===== src/verilog/spb_defines.svh =====
`ifndef SPB_DEFINES_SVH
`define SPB_DEFINES_SVH
// How it works
// Either clock select bit puts timer 2 into baud mode; directions pick sources apart.
// Baud mode: each timer 2 rollover reloads all 16 bits from the reload bytes.
// Timer 2 sourced bit rate is its overflow rate divided by sixteen.
// Baud mode timer function counts every state time, not every machine cycle.
// Internal baud rate is oscillator over 32 times (65536 minus reload).
// Baud mode rollover never sets the timer 2 overflow flag or its interrupt.
// Baud mode external falling edge sets the event flag but never reloads.
// Software stops timer 2 before touching counter or reload bytes in baud mode.
// Mode 0 moves eight bits LSB first, shift clock at oscillator over twelve.
// Mode 0 buffer write loads marker one; transmit goes active one cycle later.
// Mode 0 shift clock low S3 to S5, high otherwise; shift at S6P2.
// Mode 0 transmit: marker beside MSB gives last shift, then done at S1P1.
// Mode 0 receive starts on enable with done clear, loading all ones but one.
// Mode 0 receive shift clock toggles S3P1, S6P1; data taken at S5P2.
// Mode 0 receive: marker zero at end gives last shift, buffer, done at S1P1.
// Mode 1 frame is start zero, eight data bits LSB first, stop one.
// Mode 1 write loads stop marker; start waits for divide-by-16 rollover then S1P1.
// Mode 1: start bit first, data one bit later, first shift one more later.
// Mode 1 transmit: marker beside MSB gives last shift, drop active, set done.
// Mode 1 receive samples at 16x; falling edge resets divider, loads all ones.
// Bits are majority of states 7, 8, 9; bad start bit restarts the hunt.
// Frame kept only if done clear and filter off or stop one; hunt resumes.
// Buffer write loads transmit register; buffer read returns separate receive register.
// Serial interrupt is OR of receive done and transmit done; no auto clear.
// Transmit and receive each take their 16x clock from timer 1 or timer 2.
`define SPB_A_SCTRL 3'h0
`define SPB_A_SERBUF 3'h1
`define SPB_A_T2CTRL 3'h2
`define SPB_A_T2LO 3'h3
`define SPB_A_T2HI 3'h4
`define SPB_A_RLLO 3'h5
`define SPB_A_RLHI 3'h6
`define SPB_SC_RXDONE 0
`define SPB_SC_TXDONE 1
`define SPB_SC_NINTH 2
`define SPB_SC_TXBUSY 3
`define SPB_SC_RXEN 4
`define SPB_SC_MPF 5
`define SPB_SC_MODE1 6
`define SPB_SC_RXBUSY 7
`define SPB_T2_CSRC 0
`define SPB_T2_RUN 1
`define SPB_T2_EXTEN 2
`define SPB_T2_TXSEL 3
`define SPB_T2_RXSEL 4
`define SPB_T2_EXTF 5
`define SPB_T2_OVFF 6
`define SPB_PH_S1P1 4'h0
`define SPB_PH_S3P1 4'h4
`define SPB_PH_S5P2 4'h9
`define SPB_PH_S6P2 4'hb
`define SPB_DIV_LAST 4'hf
`define SPB_SMP_A 4'h7
`define SPB_SMP_B 4'h8
`define SPB_SMP_C 4'h9
`define SPB_TX_MARK 8'h01
`define SPB_RX0_INIT 8'h7f
`define SPB_RX1_INIT 9'h1ff
`define SPB_T2_MAX 16'hffff
`endif


===== src/verilog/spb_pkg.sv =====
`default_nettype none
package spb_pkg;
  typedef enum logic [2:0] {tx_idle, tx_req, tx_arm, tx_send, tx_last} spb_tx_e;
  typedef enum logic [2:0] {rx_idle, rx_arm, rx_shift0, rx_last0, rx_frame} spb_rx_e;
endpackage
`default_nettype wire


===== src/verilog/spb_serial.sv =====
`timescale 1ns/10ps
`default_nettype none
`include "spb_defines.svh"
module spb_serial (
  // Clock and reset
  input wire logic clk,
  input wire logic sys_rst,
  // Register port
  input wire logic [2:0] addr,
  input wire logic [7:0] wdata,
  input wire logic wr,
  input wire logic rd,
  output logic [7:0] rdata,
  // Baud source and timer 2 pins
  input wire logic timer1_ovf,
  input wire logic timer2_count_pin,
  input wire logic timer2_ext_pin,
  // Serial pins
  input wire logic port_pin_a_in,
  output logic port_pin_a_out,
  output logic port_pin_a_oe,
  output logic port_pin_b_out,
  // Interrupt requests
  output logic serial_irq,
  output logic timer2_irq
);
  spb_pkg::spb_tx_e tx_st;
  spb_pkg::spb_rx_e rx_st;
  logic [3:0] ph;
  logic [3:0] next_ph;
  logic mc_tick;
  logic s1p1;
  logic mode1;
  logic rx_en;
  logic mpf;
  logic rx_done;
  logic tx_done;
  logic rx_ninth;
  logic [7:0] rx_buf;
  logic [8:0] tx_sr;
  logic tx_data;
  logic [7:0] rx_sr;
  logic [8:0] rx_sr9;
  logic rx_first;
  logic rx_pin_q;
  logic pin_s5;
  logic smp_a;
  logic smp_b;
  logic maj;
  logic [3:0] tx_div;
  logic [3:0] rx_div;
  logic t2_run;
  logic t2_csrc;
  logic t2_exten;
  logic tx_sel;
  logic rx_sel;
  logic ext_flag;
  logic ovf_flag;
  logic [15:0] t2_count;
  logic [15:0] t2_reload;
  logic t2_tick;
  logic t2_ovf_set;
  logic t2_ext_set;
  logic tx_tick;
  logic rx_tick;
  logic tx_roll;
  logic wr_sc;
  logic wr_buf;
  logic wr_t2;
  logic tx_fin;
  logic rx_start1;
  logic rx0_final;
  logic rx1_final;
  logic rx1_keep;
  logic rx_set;
  logic shclk_lvl;
  logic m0_active;

  function automatic logic maj3(input logic a, input logic b, input logic c);
    maj3 = (a & b) | (a & c) | (b & c);
  endfunction

  assign wr_sc = wr && addr == `SPB_A_SCTRL;
  assign wr_buf = wr && addr == `SPB_A_SERBUF;
  assign wr_t2 = wr && addr == `SPB_A_T2CTRL;

  // Twelve oscillator phases form one machine cycle, S1P1 first
  always_ff @(posedge clk or posedge sys_rst) begin
    if (sys_rst) begin
      ph <= `SPB_PH_S1P1;
    end else begin
      ph <= next_ph;
    end
  end
  assign mc_tick = ph == `SPB_PH_S6P2;
  assign s1p1 = ph == `SPB_PH_S1P1;
  assign next_ph = mc_tick ? `SPB_PH_S1P1 : ph + 4'h1;

  spb_timer2 u_timer2 (
    .clk(clk),
    .sys_rst(sys_rst),
    .state_tick(ph[0]),
    .mc_tick(mc_tick),
    .run(t2_run),
    .count_src(t2_csrc),
    .baud_mode(tx_sel | rx_sel),
    .ext_en(t2_exten),
    .count_pin(timer2_count_pin),
    .ext_pin(timer2_ext_pin),
    .wr_lo(wr && addr == `SPB_A_T2LO),
    .wr_hi(wr && addr == `SPB_A_T2HI),
    .wr_rl_lo(wr && addr == `SPB_A_RLLO),
    .wr_rl_hi(wr && addr == `SPB_A_RLHI),
    .wdata(wdata),
    .count(t2_count),
    .reload(t2_reload),
    .ovf_tick(t2_tick),
    .ovf_set(t2_ovf_set),
    .ext_set(t2_ext_set)
  );

  // Each direction picks its 16x clock on its own
  assign tx_tick = tx_sel ? t2_tick : timer1_ovf;
  assign rx_tick = rx_sel ? t2_tick : timer1_ovf;

  always_ff @(posedge clk or posedge sys_rst) begin
    if (sys_rst) begin
      tx_div <= 4'h0;
    end else if (tx_tick) begin
      tx_div <= tx_div + 4'h1;
    end
  end
  assign tx_roll = tx_tick && tx_div == `SPB_DIV_LAST;

  always_ff @(posedge clk or posedge sys_rst) begin
    if (sys_rst) begin
      rx_div <= 4'h0;
    end else if (rx_start1) begin
      rx_div <= 4'h0;
    end else if (rx_tick) begin
      rx_div <= rx_div + 4'h1;
    end
  end

  // Control bits written by software
  always_ff @(posedge clk or posedge sys_rst) begin
    if (sys_rst) begin
      mode1 <= 1'b0;
      rx_en <= 1'b0;
      mpf <= 1'b0;
      t2_run <= 1'b0;
      t2_csrc <= 1'b0;
      t2_exten <= 1'b0;
      tx_sel <= 1'b0;
      rx_sel <= 1'b0;
    end else begin
      if (wr_sc) begin
        mode1 <= wdata[`SPB_SC_MODE1];
        rx_en <= wdata[`SPB_SC_RXEN];
        mpf <= wdata[`SPB_SC_MPF];
      end
      if (wr_t2) begin
        t2_run <= wdata[`SPB_T2_RUN];
        t2_csrc <= wdata[`SPB_T2_CSRC];
        t2_exten <= wdata[`SPB_T2_EXTEN];
        tx_sel <= wdata[`SPB_T2_TXSEL];
        rx_sel <= wdata[`SPB_T2_RXSEL];
      end
    end
  end

  // Event flags: a hardware set wins over a software write
  always_ff @(posedge clk or posedge sys_rst) begin
    if (sys_rst) begin
      rx_done <= 1'b0;
      tx_done <= 1'b0;
      ext_flag <= 1'b0;
      ovf_flag <= 1'b0;
    end else begin
      if (wr_sc) begin
        rx_done <= wdata[`SPB_SC_RXDONE];
        tx_done <= wdata[`SPB_SC_TXDONE];
      end
      if (wr_t2) begin
        ext_flag <= wdata[`SPB_T2_EXTF];
        ovf_flag <= wdata[`SPB_T2_OVFF];
      end
      if (rx_set) begin
        rx_done <= 1'b1;
      end
      if (tx_fin) begin
        tx_done <= 1'b1;
      end
      if (t2_ext_set) begin
        ext_flag <= 1'b1;
      end
      if (t2_ovf_set) begin
        ovf_flag <= 1'b1;
      end
    end
  end

  assign tx_fin = (!mode1 && tx_st == spb_pkg::tx_last && s1p1) ||
                  (mode1 && tx_st == spb_pkg::tx_send && tx_roll && tx_data &&
                   tx_sr[8:1] == `SPB_TX_MARK);

  always_ff @(posedge clk or posedge sys_rst) begin
    if (sys_rst) begin
      tx_st <= spb_pkg::tx_idle;
      tx_sr <= 9'h000;
      tx_data <= 1'b0;
    end else begin
      case (tx_st)
        spb_pkg::tx_idle: begin
          if (wr_buf) begin
            tx_sr <= {1'b1, wdata};
            tx_st <= spb_pkg::tx_req;
          end
        end
        spb_pkg::tx_req: begin
          if (!mode1 && mc_tick) begin
            tx_st <= spb_pkg::tx_send;
          end else if (mode1 && tx_roll) begin
            tx_st <= spb_pkg::tx_arm;
          end
        end
        spb_pkg::tx_arm: begin
          if (s1p1) begin
            tx_st <= spb_pkg::tx_send;
            tx_data <= 1'b0;
          end
        end
        spb_pkg::tx_send: begin
          if (!mode1 && mc_tick) begin
            tx_sr <= {1'b0, tx_sr[8:1]};
            if (tx_sr[8:1] == `SPB_TX_MARK) begin
              tx_st <= spb_pkg::tx_last;
            end
          end else if (mode1 && tx_roll) begin
            if (!tx_data) begin
              tx_data <= 1'b1;
            end else begin
              tx_sr <= {1'b0, tx_sr[8:1]};
              if (tx_sr[8:1] == `SPB_TX_MARK) begin
                tx_st <= spb_pkg::tx_idle;
              end
            end
          end
        end
        spb_pkg::tx_last: begin
          if (s1p1) begin
            tx_st <= spb_pkg::tx_idle;
          end
        end
        default: tx_st <= spb_pkg::tx_idle;
      endcase
    end
  end

  // Receive sampling
  always_ff @(posedge clk or posedge sys_rst) begin
    if (sys_rst) begin
      rx_pin_q <= 1'b1;
      pin_s5 <= 1'b1;
      smp_a <= 1'b1;
      smp_b <= 1'b1;
    end else begin
      if (rx_tick) begin
        rx_pin_q <= port_pin_a_in;
      end
      if (ph == `SPB_PH_S5P2) begin
        pin_s5 <= port_pin_a_in;
      end
      if (rx_tick && rx_div == `SPB_SMP_A) begin
        smp_a <= port_pin_a_in;
      end
      if (rx_tick && rx_div == `SPB_SMP_B) begin
        smp_b <= port_pin_a_in;
      end
    end
  end
  assign maj = maj3(smp_a, smp_b, port_pin_a_in);

  assign rx_start1 = mode1 && rx_st == spb_pkg::rx_idle && rx_en && rx_tick &&
                     rx_pin_q && !port_pin_a_in;
  assign rx0_final = rx_st == spb_pkg::rx_shift0 && mc_tick && !rx_sr[0];
  assign rx1_final = rx_st == spb_pkg::rx_frame && rx_tick && rx_div == `SPB_SMP_C &&
                     !rx_first && !rx_sr9[0];
  assign rx1_keep = rx1_final && !rx_done && (!mpf || maj);
  assign rx_set = (rx_st == spb_pkg::rx_last0 && s1p1) || rx1_keep;

  always_ff @(posedge clk or posedge sys_rst) begin
    if (sys_rst) begin
      rx_st <= spb_pkg::rx_idle;
      rx_sr <= 8'h00;
      rx_sr9 <= 9'h000;
      rx_first <= 1'b0;
    end else begin
      case (rx_st)
        spb_pkg::rx_idle: begin
          if (!mode1 && rx_en && !rx_done) begin
            rx_st <= spb_pkg::rx_arm;
          end else if (rx_start1) begin
            rx_sr9 <= `SPB_RX1_INIT;
            rx_first <= 1'b1;
            rx_st <= spb_pkg::rx_frame;
          end
        end
        spb_pkg::rx_arm: begin
          if (mc_tick) begin
            rx_sr <= `SPB_RX0_INIT;
            rx_st <= spb_pkg::rx_shift0;
          end
        end
        spb_pkg::rx_shift0: begin
          if (mc_tick) begin
            rx_sr <= {pin_s5, rx_sr[7:1]};
            if (!rx_sr[0]) begin
              rx_st <= spb_pkg::rx_last0;
            end
          end
        end
        spb_pkg::rx_last0: begin
          if (s1p1) begin
            rx_st <= spb_pkg::rx_idle;
          end
        end
        spb_pkg::rx_frame: begin
          if (rx_tick && rx_div == `SPB_SMP_C) begin
            rx_sr9 <= {maj, rx_sr9[8:1]};
            rx_first <= 1'b0;
            if (rx_first && maj) begin
              rx_st <= spb_pkg::rx_idle;
            end else if (rx1_final) begin
              rx_st <= spb_pkg::rx_idle;
            end
          end
        end
        default: rx_st <= spb_pkg::rx_idle;
      endcase
    end
  end

  // Receive buffer stays apart from the transmit register
  always_ff @(posedge clk or posedge sys_rst) begin
    if (sys_rst) begin
      rx_buf <= 8'h00;
      rx_ninth <= 1'b0;
    end else if (rx0_final) begin
      rx_buf <= {pin_s5, rx_sr[7:1]};
    end else if (rx1_keep) begin
      rx_buf <= rx_sr9[8:1];
      rx_ninth <= maj;
    end
  end

  // Pin drivers, aligned with the phase that follows the edge
  assign m0_active = !mode1 && (tx_st == spb_pkg::tx_send || tx_st == spb_pkg::tx_last ||
                     rx_st == spb_pkg::rx_shift0 || rx_st == spb_pkg::rx_last0);
  assign shclk_lvl = !(next_ph >= `SPB_PH_S3P1 && next_ph <= `SPB_PH_S5P2);

  always_ff @(posedge clk or posedge sys_rst) begin
    if (sys_rst) begin
      port_pin_a_out <= 1'b1;
      port_pin_a_oe <= 1'b0;
      port_pin_b_out <= 1'b1;
    end else begin
      port_pin_a_out <= tx_sr[0];
      port_pin_a_oe <= !mode1 && (tx_st == spb_pkg::tx_send || tx_st == spb_pkg::tx_last);
      if (mode1) begin
        port_pin_b_out <= (tx_st == spb_pkg::tx_send) ? (tx_data & tx_sr[0]) : 1'b1;
      end else begin
        port_pin_b_out <= m0_active ? shclk_lvl : 1'b1;
      end
    end
  end

  always_ff @(posedge clk or posedge sys_rst) begin
    if (sys_rst) begin
      serial_irq <= 1'b0;
      timer2_irq <= 1'b0;
    end else begin
      serial_irq <= rx_done | tx_done;
      timer2_irq <= ext_flag | ovf_flag;
    end
  end

  always_ff @(posedge clk or posedge sys_rst) begin
    if (sys_rst) begin
      rdata <= 8'h00;
    end else if (rd) begin
      case (addr)
        `SPB_A_SCTRL: rdata <= {rx_st != spb_pkg::rx_idle, mode1, mpf, rx_en,
                                tx_st != spb_pkg::tx_idle, rx_ninth, tx_done, rx_done};
        `SPB_A_SERBUF: rdata <= rx_buf;
        `SPB_A_T2CTRL: rdata <= {1'b0, ovf_flag, ext_flag, rx_sel, tx_sel,
                                 t2_exten, t2_run, t2_csrc};
        `SPB_A_T2LO: rdata <= t2_count[7:0];
        `SPB_A_T2HI: rdata <= t2_count[15:8];
        `SPB_A_RLLO: rdata <= t2_reload[7:0];
        `SPB_A_RLHI: rdata <= t2_reload[15:8];
        default: rdata <= 8'h00;
      endcase
    end else begin
      rdata <= 8'h00;
    end
  end
endmodule
`default_nettype wire


===== src/verilog/spb_timer2.sv =====
`timescale 1ns/10ps
`default_nettype none
`include "spb_defines.svh"
module spb_timer2 (
  // Clock and reset
  input wire logic clk,
  input wire logic sys_rst,
  // Timing and control
  input wire logic state_tick,
  input wire logic mc_tick,
  input wire logic run,
  input wire logic count_src,
  input wire logic baud_mode,
  input wire logic ext_en,
  input wire logic count_pin,
  input wire logic ext_pin,
  // Byte writes
  input wire logic wr_lo,
  input wire logic wr_hi,
  input wire logic wr_rl_lo,
  input wire logic wr_rl_hi,
  input wire logic [7:0] wdata,
  // Results
  output logic [15:0] count,
  output logic [15:0] reload,
  output logic ovf_tick,
  output logic ovf_set,
  output logic ext_set
);
  logic count_pin_q;
  logic ext_pin_q;
  logic cnt_en;
  logic roll;
  logic any_wr;

  always_ff @(posedge clk or posedge sys_rst) begin
    if (sys_rst) begin
      count_pin_q <= 1'b1;
      ext_pin_q <= 1'b1;
    end else begin
      count_pin_q <= count_pin;
      ext_pin_q <= ext_pin;
    end
  end

  assign cnt_en = run & (count_src ? (count_pin_q & ~count_pin) :
                         (baud_mode ? state_tick : mc_tick));
  assign roll = cnt_en & (count == `SPB_T2_MAX);
  assign ext_set = ext_en & ext_pin_q & ~ext_pin;
  assign ovf_tick = roll;
  assign ovf_set = roll & ~baud_mode;
  assign any_wr = wr_lo | wr_hi | wr_rl_lo | wr_rl_hi;

  always_ff @(posedge clk or posedge sys_rst) begin
    if (sys_rst) begin
      count <= 16'h0000;
    end else begin
      if (roll || (ext_set && !baud_mode)) begin
        count <= reload;
      end else if (cnt_en) begin
        count <= count + 16'h0001;
      end
      if (wr_lo) begin
        count[7:0] <= wdata;
      end
      if (wr_hi) begin
        count[15:8] <= wdata;
      end
    end
  end

  always_ff @(posedge clk or posedge sys_rst) begin
    if (sys_rst) begin
      reload <= 16'h0000;
    end else begin
      if (wr_rl_lo) begin
        reload[7:0] <= wdata;
      end
      if (wr_rl_hi) begin
        reload[15:8] <= wdata;
      end
    end
  end
endmodule
`default_nettype wire


===== config.mk =====
export PLATFORM = sky130hd
export DESIGN_NAME = spb_serial
export DESIGN_NICKNAME = d
export VERILOG_FILES = /design/src/verilog/spb_pkg.sv /design/src/verilog/spb_serial.sv /design/src/verilog/spb_timer2.sv
export VERILOG_INCLUDE_DIRS = /design/src /design/src/verilog
export SDC_FILE = /design/constraint.sdc
export NUM_CORES = 1
export LEC_CHECK = 0
export ABC_AREA = 1
export BUFFER_PORTS_ARGS = -buffer_cell sky130_fd_sc_hd__buf_2
export CORE_ASPECT_RATIO = 1.5
export CORE_MARGIN = 5
export CORE_UTILIZATION = 45
export CTS_BUF_LIST = sky130_fd_sc_hd__clkbuf_2
export CTS_CLUSTER_DIAMETER = 80
export CTS_CLUSTER_SIZE = 14
export DETAILED_ROUTE_END_ITERATION = 6
export GPL_ROUTABILITY_DRIVEN = 0
export GPL_TIMING_DRIVEN = 0
export HOLD_SLACK_MARGIN = 0.12
export PLACE_DENSITY_LB_ADDON = 0.05
export REMOVE_ABC_BUFFERS = 1
export SLEW_MARGIN = 20
export SYNTH_ARGS = -nofsm -noshare
export SYNTH_HDL_FRONTEND = slang
export SYNTH_SLANG_ARGS = --single-unit

===== constraint.sdc =====
create_clock -name clk -period 8.44 [get_ports clk]
set_clock_uncertainty 0.1 [all_clocks]
set_input_delay 0 -clock clk [delete_from_list [all_inputs] [get_ports clk]]
set_output_delay 0 -clock clk [all_outputs]
set_load 0.03 [all_outputs]

==> reports/qor.yml, run 1 <==
cts:
  cts_setup_buffers: 0
  clk_pin_slew_ns: 0.18
  numCtsBuffers: 17
  clock-sinks: 118
  ctsResizeCount: 0
  clkLatencyLatePin_ns: 0.72
  clockBufferDepth: 2
  cts_tree: "done"
  cts_hold_buf: 42
  htreeDepth: 4
  clockRootBuffer: "clkbuf_2"
logic_synthesis:
  ys_types: 49
  avgSynthCellArea_um2: 8.07
  ys_seq_area_share_pct: 46.7
  ys_ff_latch: 118
  synthFlopType: "dfrtp_1"
  postSynthCellCount: 786
  synth-edff-count: 0
  mappedNetlistArea_um2: 6340
  ys_warn_count: 0
  async_flop_share_pct: 100
min_path:
  min_path_type: "primary input to flop"
  hold_path_depth: 5
die:
  rows: 53
  core_um2: 13900
  io-pin-count: 32
  die_width_um: 107
  start_util_pct: 45.5
  die_y_um: 155
  dieArea_um2: 16600
global_route:
  grt_pass1_wl_um: 29600
  grt_max_degree: 70
  antenna_found_initial: 1
  grt_overflow: 0
  grtUsageTotal_pct: 23.3
  grt_pass1_vias: 5702
setup_path:
  crit_path_end_kind: "flop"
  crit_fanout: 22
  r2r_slack_ns: 5.91
  crit_type: "flop to flop"
  worstPathArrival_ns: 3.03
  worstRegToRegCells: 11
  critPathRequiredTime_ns: 8.94
  worstSetupStartpointType: "flop"
power:
  power_mw: 1.74
  pwr-share-comb_pct: 31.5
  p_switching_mw: 0.713
  p_leak_nw: 3.47
  switching_share_pct: 40.9
  seqPwrFrac_pct: 47.5
  p_clk_share_pct: 21.0
  p_per_area_nw_per_um2: 238
  ir_drop_v: 0.000136
  internal_power_mw: 1.03
cells_and_area:
  drive_gt1_share_pct: 13.4
  area_growth_pct: 15.3
  layout.nets: 893
  regArea_um2: 2960
  fin_area_um2: 7310
  multi_input_area_um2: 2910
  final.fill_count: 1392
  final_util_pct: 52.5
drt:
  ant_nets: 0
  via_per_inst: 5.40
  drc: 0
  routed_wl_um: 18100
  routedWlPerCell_um: 17.4
  drt_iter0_drc: 286
  firstDrtPassIters: 4
  vias: 5644
placed_design:
  dpl.hpwl_um: 13500
  place_area_um2: 6660
  port_buffers: 31
sta:
  holdWs_ns: 0.212
  final_max_slew_viol_count: 0
  rsz0062_at_grt: "no"
  fin_setup_tns_ns: 0
  hold_viol_final: 0
  fin_crit_sh_pct: 30.0
  worstMarginPinSlew_ns: 0.783
  max_freq_mhz: 395
  setup_violations: 0
  slew_headroom_pct: 47.4
  fin_crit_ns: 2.53
job:
  drv_cap: 0
run_status:
  status: "finished clean"
logic make-up (layout without fill, tap and decap cells):
family                     Yosys count  in the layout  share of synthesized area (%)
and+or+nand+nor                    377            377                           27.9
AOI/OAI and AO/OA                  151            151                           14.4
DFF                                118            118                           46.7
buffers and inverters              118            211                           7.38
xor gates and xnor gates            12             12                           1.66
adders and majority gates            8              8                           1.58
muxes                                2              2                          0.335
other                                0              1                              0
cell usage after synthesis, drive strengths merged (9+ instances only):
| cell | instances | area share (%) |
|---|---|---|
| a21oi | 21 | 1.7 |
| dfrtp | 110 | 43 |
| inv | 103 | 6.1 |
| nand2 | 209 | 13 |
| nand3 | 70 | 6.3 |
| nand4 | 18 | 2.0 |
| nor2 | 65 | 4.7 |
| nor3 | 9 | 0.95 |
| o211ai | 13 | 1.5 |
| o21ai | 84 | 7.2 |
| xor2 | 9 | 1.2 |
worst max-delay path, cell delays in order (launching register included):
cell and delay [ns]:
dfrtp_1 0.48, ha_1 0.23, nand3_1 0.19, inv_1 0.13, nand2_4 0.11, nor2_8 0.05, nand2_2 0.09, nand2_4 0.17
nor2_4 0.45, nor2_2 0.18, o211ai_1 0.15, nand3_1 0.09
stage by stage:
step / setup WS, ns / std cells
3_5_place_dp: 5.88 / 970
3_3_place_gp: 3.82 / 969
2_1_floorplan: 5.22 / 773
5_1_grt: 5.73 / 1045
4_1_cts: 5.89 / 1044
6_report: 5.91 / 1045
worst paths after layout:
path                                               start                             to
max                        u_timer2.count[1]$_DFFE_PP0P_  u_timer2.count[8]$_DFFE_PP0P_
min                                           timer1_ovf          tx_div[0]$_DFFE_PP0P_
max reg2reg                u_timer2.count[1]$_DFFE_PP0P_  u_timer2.count[8]$_DFFE_PP0P_
min reg2reg                         tx_sr[0]$_DFFE_PP0P_       port_pin_a_out$_DFF_PP1_
max in group asynchronous                        sys_rst              smp_b$_DFFE_PP1P_
min in group asynchronous                        sys_rst  u_timer2.count[9]$_DFFE_PP0P_
sequential cells by signal (all words and copies together), names as in the netlist, 4 cells and up:
register / count
rx_buf: 8
tx_div: 4
tx_sr: 9
ph: 4
u_timer2.reload: 16
rx_sr9: 9
rdata: 8
rx_div: 4
u_timer2.count: 16
rx_sr: 8
metal layers:
metal | share of wire (%) | vias to the layer above | routed length [um] | track usage [%]
met3 | 4.2 | 52 | 757 | 4.44
met2 | 52 | 169 | 9370 | 41.4
met1 | 39 | 2647 | 7070 | 25.9
li1 | - | 2776 | - | -
met5 | 0 | - | 0 | 0
met4 | 5.2 | 0 | 946 | 12.8
power by group through the flow:
stage                     Sequential [mW]  Combinational [mW]  Clock, mW
final                               0.828               0.548      0.365
after global routing                0.844               0.626      0.404
after CTS                           0.825               0.553      0.379
after detailed placement            0.834               0.537          0
after global placement              0.831               0.519          0
after floorplan                     0.819               0.374          0
placed cells by master, fill, tap and decap left out, types with 8 or more instances in the layout:
master	synthesis	layout
a21oi_1	20	20
buf_2	5	31
clkbuf_2	0	19
dfrtp_1	110	110
dfstp_2	8	8
dlygate4sd3_1	0	42
ha_1	8	8
inv_1	99	98
nand2_1	198	198
nand3_1	66	66
nand4_1	17	17
nor2_1	56	56
o211ai_1	13	13
o21ai_0	71	71
o21ai_2	10	10
xor2_1	9	9
area by class of cell:
cell class,count,share of cell area (%)
timing repair buffer,74,8.25
multi-input combinational,550,39.8
antenna,1,0.0342
sequential,118,40.5
clock buffer,19,1.30
inverter,105,5.46
clock inverter,13,1.80
tap,165,2.82
Power figures use the tool's default switching activity.
==> inputs of run 2 (changes only) <==
==> constraint.sdc (replaced) <==
create_clock -name clk -period 2.2 [get_ports clk]
set_clock_uncertainty 0.1 [all_clocks]
set_input_delay 0 -clock clk [delete_from_list [all_inputs] [get_ports clk]]
set_output_delay 0 -clock clk [all_outputs]
set_load 0.03 [all_outputs]
==> run 2 against run 1 <==
Net effect: setup slack worse by 5.8 ns; sequential cell count is the same; sequential share of layout area fell by 2.1 points; sequential power increased to 3.9 times the previous value; first-iteration DRC count is 20% higher; via count grew 3.4%; non-clock buffer count rose by 25; largest power group unchanged.
==> reports/qor.yml, run 2 (same netlist as run 1, synthesis figures left out) <==
min_path:
  min_path_type: "primary input to asynchronous set/reset pin"  # was primary input to flop
global_route:
  grt_util_met3_pct: 4.57  # was 4.44%
  grt_pass1_wl_um: 30000  # was 29600 um
  grt_busiest_layer: "met2"  # unchanged
  antenna_found_initial: 1  # unchanged
  grt_max_degree: 70  # unchanged
  grt_use_met1_pct: 25.9  # unchanged
  grt_use_met2_pct: 42.3  # was 41.4%
  grt_pass1_vias: 5779  # was 5702
  grtUsageTotal_pct: 23.6  # was 23.3%
  grt_overflow: 0  # unchanged
setup_path:
  path_cells: "nor2_4 -> nor2_1 -> nor2_1 -> nand2_2 -> nand2_2 -> inv_4 -> nand2_4 -> nand2_8 -> nor2_4 -> buf_12 -> nor2_4 -> o211ai_1 -> nand3_1"  # was ha_1 -> nand3_1 -> inv_1 -> nand2_4 -> nor2_8 -> nand2_2 -> nand2_4 -> nor2_4 -> nor2_2 -> o211ai_1 -> nand3_1
  critical_path_depth: 13  # was 11
  crit_slowest_cell: "dfrtp_2"  # was dfrtp_1
  r2r-end: "u_timer2.count[8]$_DFFE_PP0P_"  # unchanged
  crit_path_end_kind: "flop"  # unchanged
  critPathRequiredTime_ns: 2.70  # was 8.94 ns
  max_stage_delay_ns: 0.48  # about the same
  crit_fanout: 8  # was 22
  startpoint: "tx_sel$_DFFE_PP0P_"  # was u_timer2.count[1]$_DFFE_PP0P_
  r2r-start: "tx_sel$_DFFE_PP0P_"  # was u_timer2.count[1]$_DFFE_PP0P_
  worstSetupStartpointType: "flop"  # unchanged
  crit_type: "flop to flop"  # unchanged
  endpoint: "u_timer2.count[8]$_DFFE_PP0P_"  # unchanged
  worstRegToRegCells: 13  # was 11
  r2r_slack_ns: 0.09  # was 5.91 ns
  critPathTopFamily: "simple AND/OR/NAND/NOR gates"  # unchanged
  critPathMostFrequentCell: "nor2_4"
  crit_buf_inv: 2  # was 1
  worstPathArrival_ns: 2.61  # was 3.03 ns
cts:
  clockRootBuffer: "clkbuf_2"  # unchanged
  clk_pin_slew_ns: 0.20  # was 0.18 ns
  clock-sinks: 118  # unchanged
  htreeDepth: 4  # unchanged
  clkLatencyLatePin_ns: 0.72  # about the same
  numCtsBuffers: 17  # unchanged
  clockBufferDepth: 2  # unchanged
  cts_tree: "done"  # unchanged
drt:
  routedWlPerCell_um: 17.6  # was 17.4 um
  drt_iter0_drc: 344  # was 286
  via_per_inst: 5.44  # was 5.40
  ant_nets: 0  # unchanged
  vias: 5838  # was 5644
  drc: 0  # unchanged
  routed_wl_um: 18900  # was 18100 um
  firstDrtPassIters: 5  # was 4
sta:
  setup_violations: 0  # unchanged
  finalWorstSetupSlack_ns: 0.0871  # was 5.91 ns
  holdWs_ns: 0.321  # was 0.212 ns
  hold_viol_final: 0  # unchanged
  rsz0062_at_grt: "yes"  # was no
  final_max_slew_viol_count: 0  # unchanged
  slew_headroom_pct: 41.8  # was 47.4%
  max_freq_mhz: 473  # was 395 MHz
  fin_crit_sh_pct: 96.0  # was 30.0%
  worstMarginPinSlew_ns: 0.868  # was 0.783 ns
  fin_crit_ns: 2.11  # was 2.53 ns
die:
  rows: 53  # unchanged
  die_y_um: 155  # unchanged
  dieArea_um2: 16600  # unchanged
  io-pin-count: 32  # unchanged
  core_um2: 13900  # unchanged
  die_width_um: 107  # unchanged
  start_util_pct: 45.5  # unchanged
cells_and_area:
  area_growth_pct: 22.2  # was 15.3%
  final.fill_count: 1338  # was 1392
  layout.nets: 922  # was 893
  drive_gt1_share_pct: 19.5  # was 13.4%
  layout_commonest_cell: "nand2_1"  # unchanged
  reg_top3: "u_timer2.count x16, u_timer2.reload x16"  # unchanged
  final_cell_mix: "nand2_1, dfrtp_1, inv_1, o21ai_0, nand3_1"  # unchanged
run_status:
  status: "finished clean"  # unchanged
power:
  p_per_area_nw_per_um2: 914  # was 238 nW/um2
  ir_drop_v: 0.000429  # was 0.000136 V
  p_leak_nw: 3.64  # was 3.47 nW
job:
  drv_cap: 0  # unchanged
placed_design:
  port_buffers: 31  # unchanged
  dpl.hpwl_um: 13500  # unchanged
  dp_worst_setup_slack_ns: -0.360  # was 5.88 ns
-- run 2: worst min path at each step --
stage / end / slack (ns) / cells after the start
2_1_floorplan: u_timer2.count_pin_q$_DFF_PP1_ / -0.1 / 0
3_3_place_gp: u_timer2.count_pin_q$_DFF_PP1_ / 0.02 / 1
3_5_place_dp: u_timer2.count[9]$_DFFE_PP0P_ / -0.04 / 2
4_1_cts: rdata[5]$_DFF_PP0_ / 0.26 / 6
5_1_grt: u_timer2.count_pin_q$_DFF_PP1_ / 0.29 / 3
6_report: u_timer2.count[9]$_DFFE_PP0P_ / 0.32 / 4
-- run 2: cell type report --
type	count	area [um2]	share of cell area, %
multi-input combinational	554	3120	40.2
sequential	118	2970	38.4
timing repair buffer	99	813	10.5
inverter	105	407	5.25
tap	165	206	2.67
clock inverter	13	131	1.70
clock buffer	19	95.1	1.23
antenna	1	2.50	0.0323
-- run 2: per-stage QoR --
step | utilization (%) | cells | setup TNS [ns] | instance area (um2) | power [mW]
after floorplan | - | 773 | -113.22 | 6270 | 4.58
after global placement | 47.6 | 969 | -282.34 | 6630 | 5.18
after detailed placement | 47.8 | 970 | -7.87 | 6660 | 5.26
after CTS | 53.3 | 1051 | 0 | 7420 | 6.83
after global routing | 55.6 | 1074 | -0.108 | 7740 | 7.59
final | 55.6 | 1074 | 0 | 7740 | 7.08
-- run 2: timing repair --
| item | CTS | global route |
|---|---|---|
| pin swaps | 2 | 8 |
| cloned | 1 | 3 |
| buffers inserted | 7 | 19 |
| hold buffers | 41 | 0 |
| gates resized for setup | 10 | 37 |
| endpoints found under the setup margin | 50 | 57 |
| endpoints found under the hold margin | 219 | 0 |
-- run 2: power breakdown --
group | internal (mW) | total (mW) | switching, mW
clock network | 0.525 | 1.41 | 0.880
logic | 0.963 | 2.48 | 1.52
registers | 2.69 | 3.19 | 0.492
-- run 2: per-layer routing --
metal	routed length, um	up-vias
met2	9840	185
met3	893	63
li1	-	2842
met4	1100	0
met1	7100	2748
met5	0	-
-- run 2: worst reg2reg max path: stages (launching register included) --
cell,delay (ns)
dfrtp_2,0.48
nor2_4,0.17
nor2_1,0.06
nor2_1,0.11
nand2_2,0.12
nand2_2,0.10
inv_4,0.06
nand2_4,0.12
nand2_8,0.09
nor2_4,0.18
buf_12,0.13
nor2_4,0.06
o211ai_1,0.15
nand3_1,0.09
==> inputs of run 3 (changes only) <==
--- a/config.mk
+++ b/config.mk
@@ -11,7 +11,6 @@
 export CORE_ASPECT_RATIO = 1.5
 export CORE_MARGIN = 5
 export CORE_UTILIZATION = 45
-export CTS_BUF_LIST = sky130_fd_sc_hd__clkbuf_2
 export CTS_CLUSTER_DIAMETER = 80
 export CTS_CLUSTER_SIZE = 14
 export DETAILED_ROUTE_END_ITERATION = 6
==> constraint.sdc (replaced) <==
create_clock -name clk -period 2.6 [get_ports clk]
set_clock_uncertainty 0.1 [all_clocks]
set_input_delay 0 -clock clk [delete_from_list [all_inputs] [get_ports clk]]
set_output_delay 0 -clock clk [all_outputs]
set_load 0.03 [all_outputs]
==> run 3 against run 2 <==
Net effect: wire length decreased by 4.5%; critical path depth decreased by 2; setup slack improved by 0.033 ns; design area decreased by 3.8%; cell count decreased by 4.7%; register-to-register slack improved by 0.03 ns; fmax decreased by 15%; critical path type unchanged; highest routed layer unchanged.
==> reports/qor.yml, run 3 (same netlist as run 1, synthesis figures left out) <==
setup_path:
  worstSetupStartpointType: "flop"  # unchanged
  worstRegToRegCells: 11  # was 13
  crit_path_end_kind: "flop"  # unchanged
  crit_fanout: 22  # was 8
  endpoint: "u_timer2.count[12]$_DFFE_PP0P_"  # was u_timer2.count[8]$_DFFE_PP0P_
  worstPathArrival_ns: 2.74  # was 2.61 ns
  crit_type: "flop to flop"  # unchanged
  startpoint: "u_timer2.count[1]$_DFFE_PP0P_"  # was tx_sel$_DFFE_PP0P_
  critPathRequiredTime_ns: 2.86  # was 2.70 ns
  r2r_slack_ns: 0.12  # was 0.09 ns
  r2r-start: "u_timer2.count[1]$_DFFE_PP0P_"  # was tx_sel$_DFFE_PP0P_
  r2r-end: "u_timer2.count[12]$_DFFE_PP0P_"  # was u_timer2.count[8]$_DFFE_PP0P_
cells_and_area:
  layout.nets: 873  # was 922
  final_util_pct: 53.5  # was 55.6%
  antenna_cells: 0  # was 1
  area_growth_pct: 17.5  # was 22.2%
  reg_top3: "u_timer2.count x16, u_timer2.reload x16"  # unchanged
  final_cell_mix: "nand2_1, dfrtp_1, inv_1, o21ai_0, nand3_1"  # unchanged
  layout_commonest_cell: "nand2_1"  # unchanged
  drive_gt1_share_pct: 14.0  # was 19.5%
power:
  ir_drop_v: 0.000361  # was 0.000429 V
  switching_share_pct: 36.1  # was 40.9%
  seqPwrFrac_pct: 39.9  # was 45.0%
  power_mw: 6.76  # was 7.08 mW
  p_per_area_nw_per_um2: 908  # was 914 nW/um2
  pwr-share-comb_pct: 26.6  # was 35.1%
  internal_power_mw: 4.32  # was 4.18 mW
  p_leak_nw: 3.54  # was 3.64 nW
  p_clk_share_pct: 33.5  # was 19.9%
  p_switching_mw: 2.44  # was 2.89 mW
cts:
  clock-sinks: 118  # unchanged
  numCtsBuffers: 17  # unchanged
  cts_tree: "done"  # unchanged
  ctsResizeCount: 0  # was 10
  clockRootBuffer: "clkbuf_16"  # was clkbuf_2
  clockBufferDepth: 2  # unchanged
  htreeDepth: 4  # unchanged
  clkLatencyLatePin_ns: 0.42  # was 0.72 ns
  clk_pin_slew_ns: 0.06  # was 0.20 ns
drt:
  drt_iter0_drc: 288  # was 344
  ant_nets: 0  # unchanged
  drc: 0  # unchanged
  vias: 5520  # was 5838
  via_per_inst: 5.39  # was 5.44
  routed_wl_um: 18100  # was 18900 um
  routedWlPerCell_um: 17.7  # was 17.6 um
  firstDrtPassIters: 6  # was 5
global_route:
  grt_pass1_vias: 5558  # was 5779
  grt_pass1_wl_um: 29200  # was 30000 um
  grt_max_degree: 70  # unchanged
  grt_overflow: 0  # unchanged
  grtUsageTotal_pct: 23.0  # was 23.6%
  antenna_found_initial: 0  # was 1
die:
  rows: 53  # unchanged
  die_y_um: 155  # unchanged
  start_util_pct: 45.5  # unchanged
  core_um2: 13900  # unchanged
  io-pin-count: 32  # unchanged
  die_width_um: 107  # unchanged
  dieArea_um2: 16600  # unchanged
placed_design:
  port_buffers: 31  # unchanged
  dp_worst_setup_slack_ns: 0.0399  # was -0.360 ns
  dpl.hpwl_um: 13500  # unchanged
sta:
  setup_violations: 0  # unchanged
  holdWs_ns: 0.136  # was 0.321 ns
  final_max_slew_viol_count: 0  # unchanged
  fin_crit_sh_pct: 95.4  # was 96.0%
  fin_setup_tns_ns: 0  # unchanged
  finalWorstSetupSlack_ns: 0.120  # was 0.0871 ns
  hold_viol_final: 0  # unchanged
  slew_headroom_pct: 47.4  # was 41.8%
  worstMarginPinSlew_ns: 0.784  # was 0.868 ns
  max_freq_mhz: 403  # was 473 MHz
  fin_crit_ns: 2.48  # was 2.11 ns
run_status:
  status: "finished clean"  # unchanged
min_path:
  min_path_type: "primary input to flop"  # was primary input to asynchronous set/reset pin
job:
  drv_cap: 0  # unchanged
## run 3: cell count changes in the layout (fill, tap and decap cells not counted), sizes merged
| cell | change |
|---|---|
| nand3 | -3 |
| inv | +1 |
| diode | -1 |
| buf | -22 |
| nand2 | -1 |
| dlygate4sd3 | -23 |
| clkinvlp | -1 |
## run 3: power by group through the flow
stage / clock, mW / sequential [mW] / combinational (mW)
after global placement: 0 / 2.70 / 1.69
after detailed placement: 0 / 2.71 / 1.74
final: 2.27 / 2.70 / 1.79
after global routing: 2.40 / 2.75 / 2.04
after CTS: 2.30 / 2.69 / 1.77
after floorplan: 0 / 2.66 / 1.21
## run 3: per-stage QoR
step	cell area, um2	cells
floorplan	6270	773
finish	7450	1024
global route	7450	1024
detailed placement	6660	970
CTS	7400	1020
global placement	6630	969
## run 3: how the worst min path moves through the flow
stage | from | to | cells past startpoint
floorplan | timer2_count_pin | u_timer2.count_pin_q$_DFF_PP1_ | 0
detailed placement | sys_rst | u_timer2.count[9]$_DFFE_PP0P_ | 2
finish | timer2_ext_pin | u_timer2.ext_pin_q$_DFF_PP1_ | 2
global placement | timer2_count_pin | u_timer2.count_pin_q$_DFF_PP1_ | 1
global route | timer2_count_pin | u_timer2.count_pin_q$_DFF_PP1_ | 2
CTS | timer2_count_pin | u_timer2.count_pin_q$_DFF_PP1_ | 2
## run 3: worst max-delay path, stage by stage, from the launching register on
cell,delay (ns)
dfrtp_1,0.45
ha_1,0.22
nand3_1,0.19
inv_1,0.17
nand2_4,0.09
nor2_8,0.14
nand2_2,0.09
nand2_4,0.23
nor2_4,0.12
nor2_2,0.31
o211ai_1,0.19
nand3_1,0.11
## run 3: per-layer routing
metal / share of wire [%] / track usage, %
met1: 39 / 25.5
met2: 52 / 41.2
met3: 3.8 / 4.32
met4: 4.9 / 12.3
met5: 0 / 0
## run 3: what timing repair did
item	in CTS	in global routing
hold endpoints to repair	189	0
setup endpoints to repair	0	8
setup buffers	0	4
hold buffers	18	0
## run 3: area by class of cell
cell class	count	area (um2)
Multi-Input combinational cell	550	2910
Tap cell	165	206
Sequential cell	118	2960
Inverter	105	399
Clock buffer	19	433
Clock inverter	13	131
Fill cell	1371	6480
Timing Repair Buffer	54	405
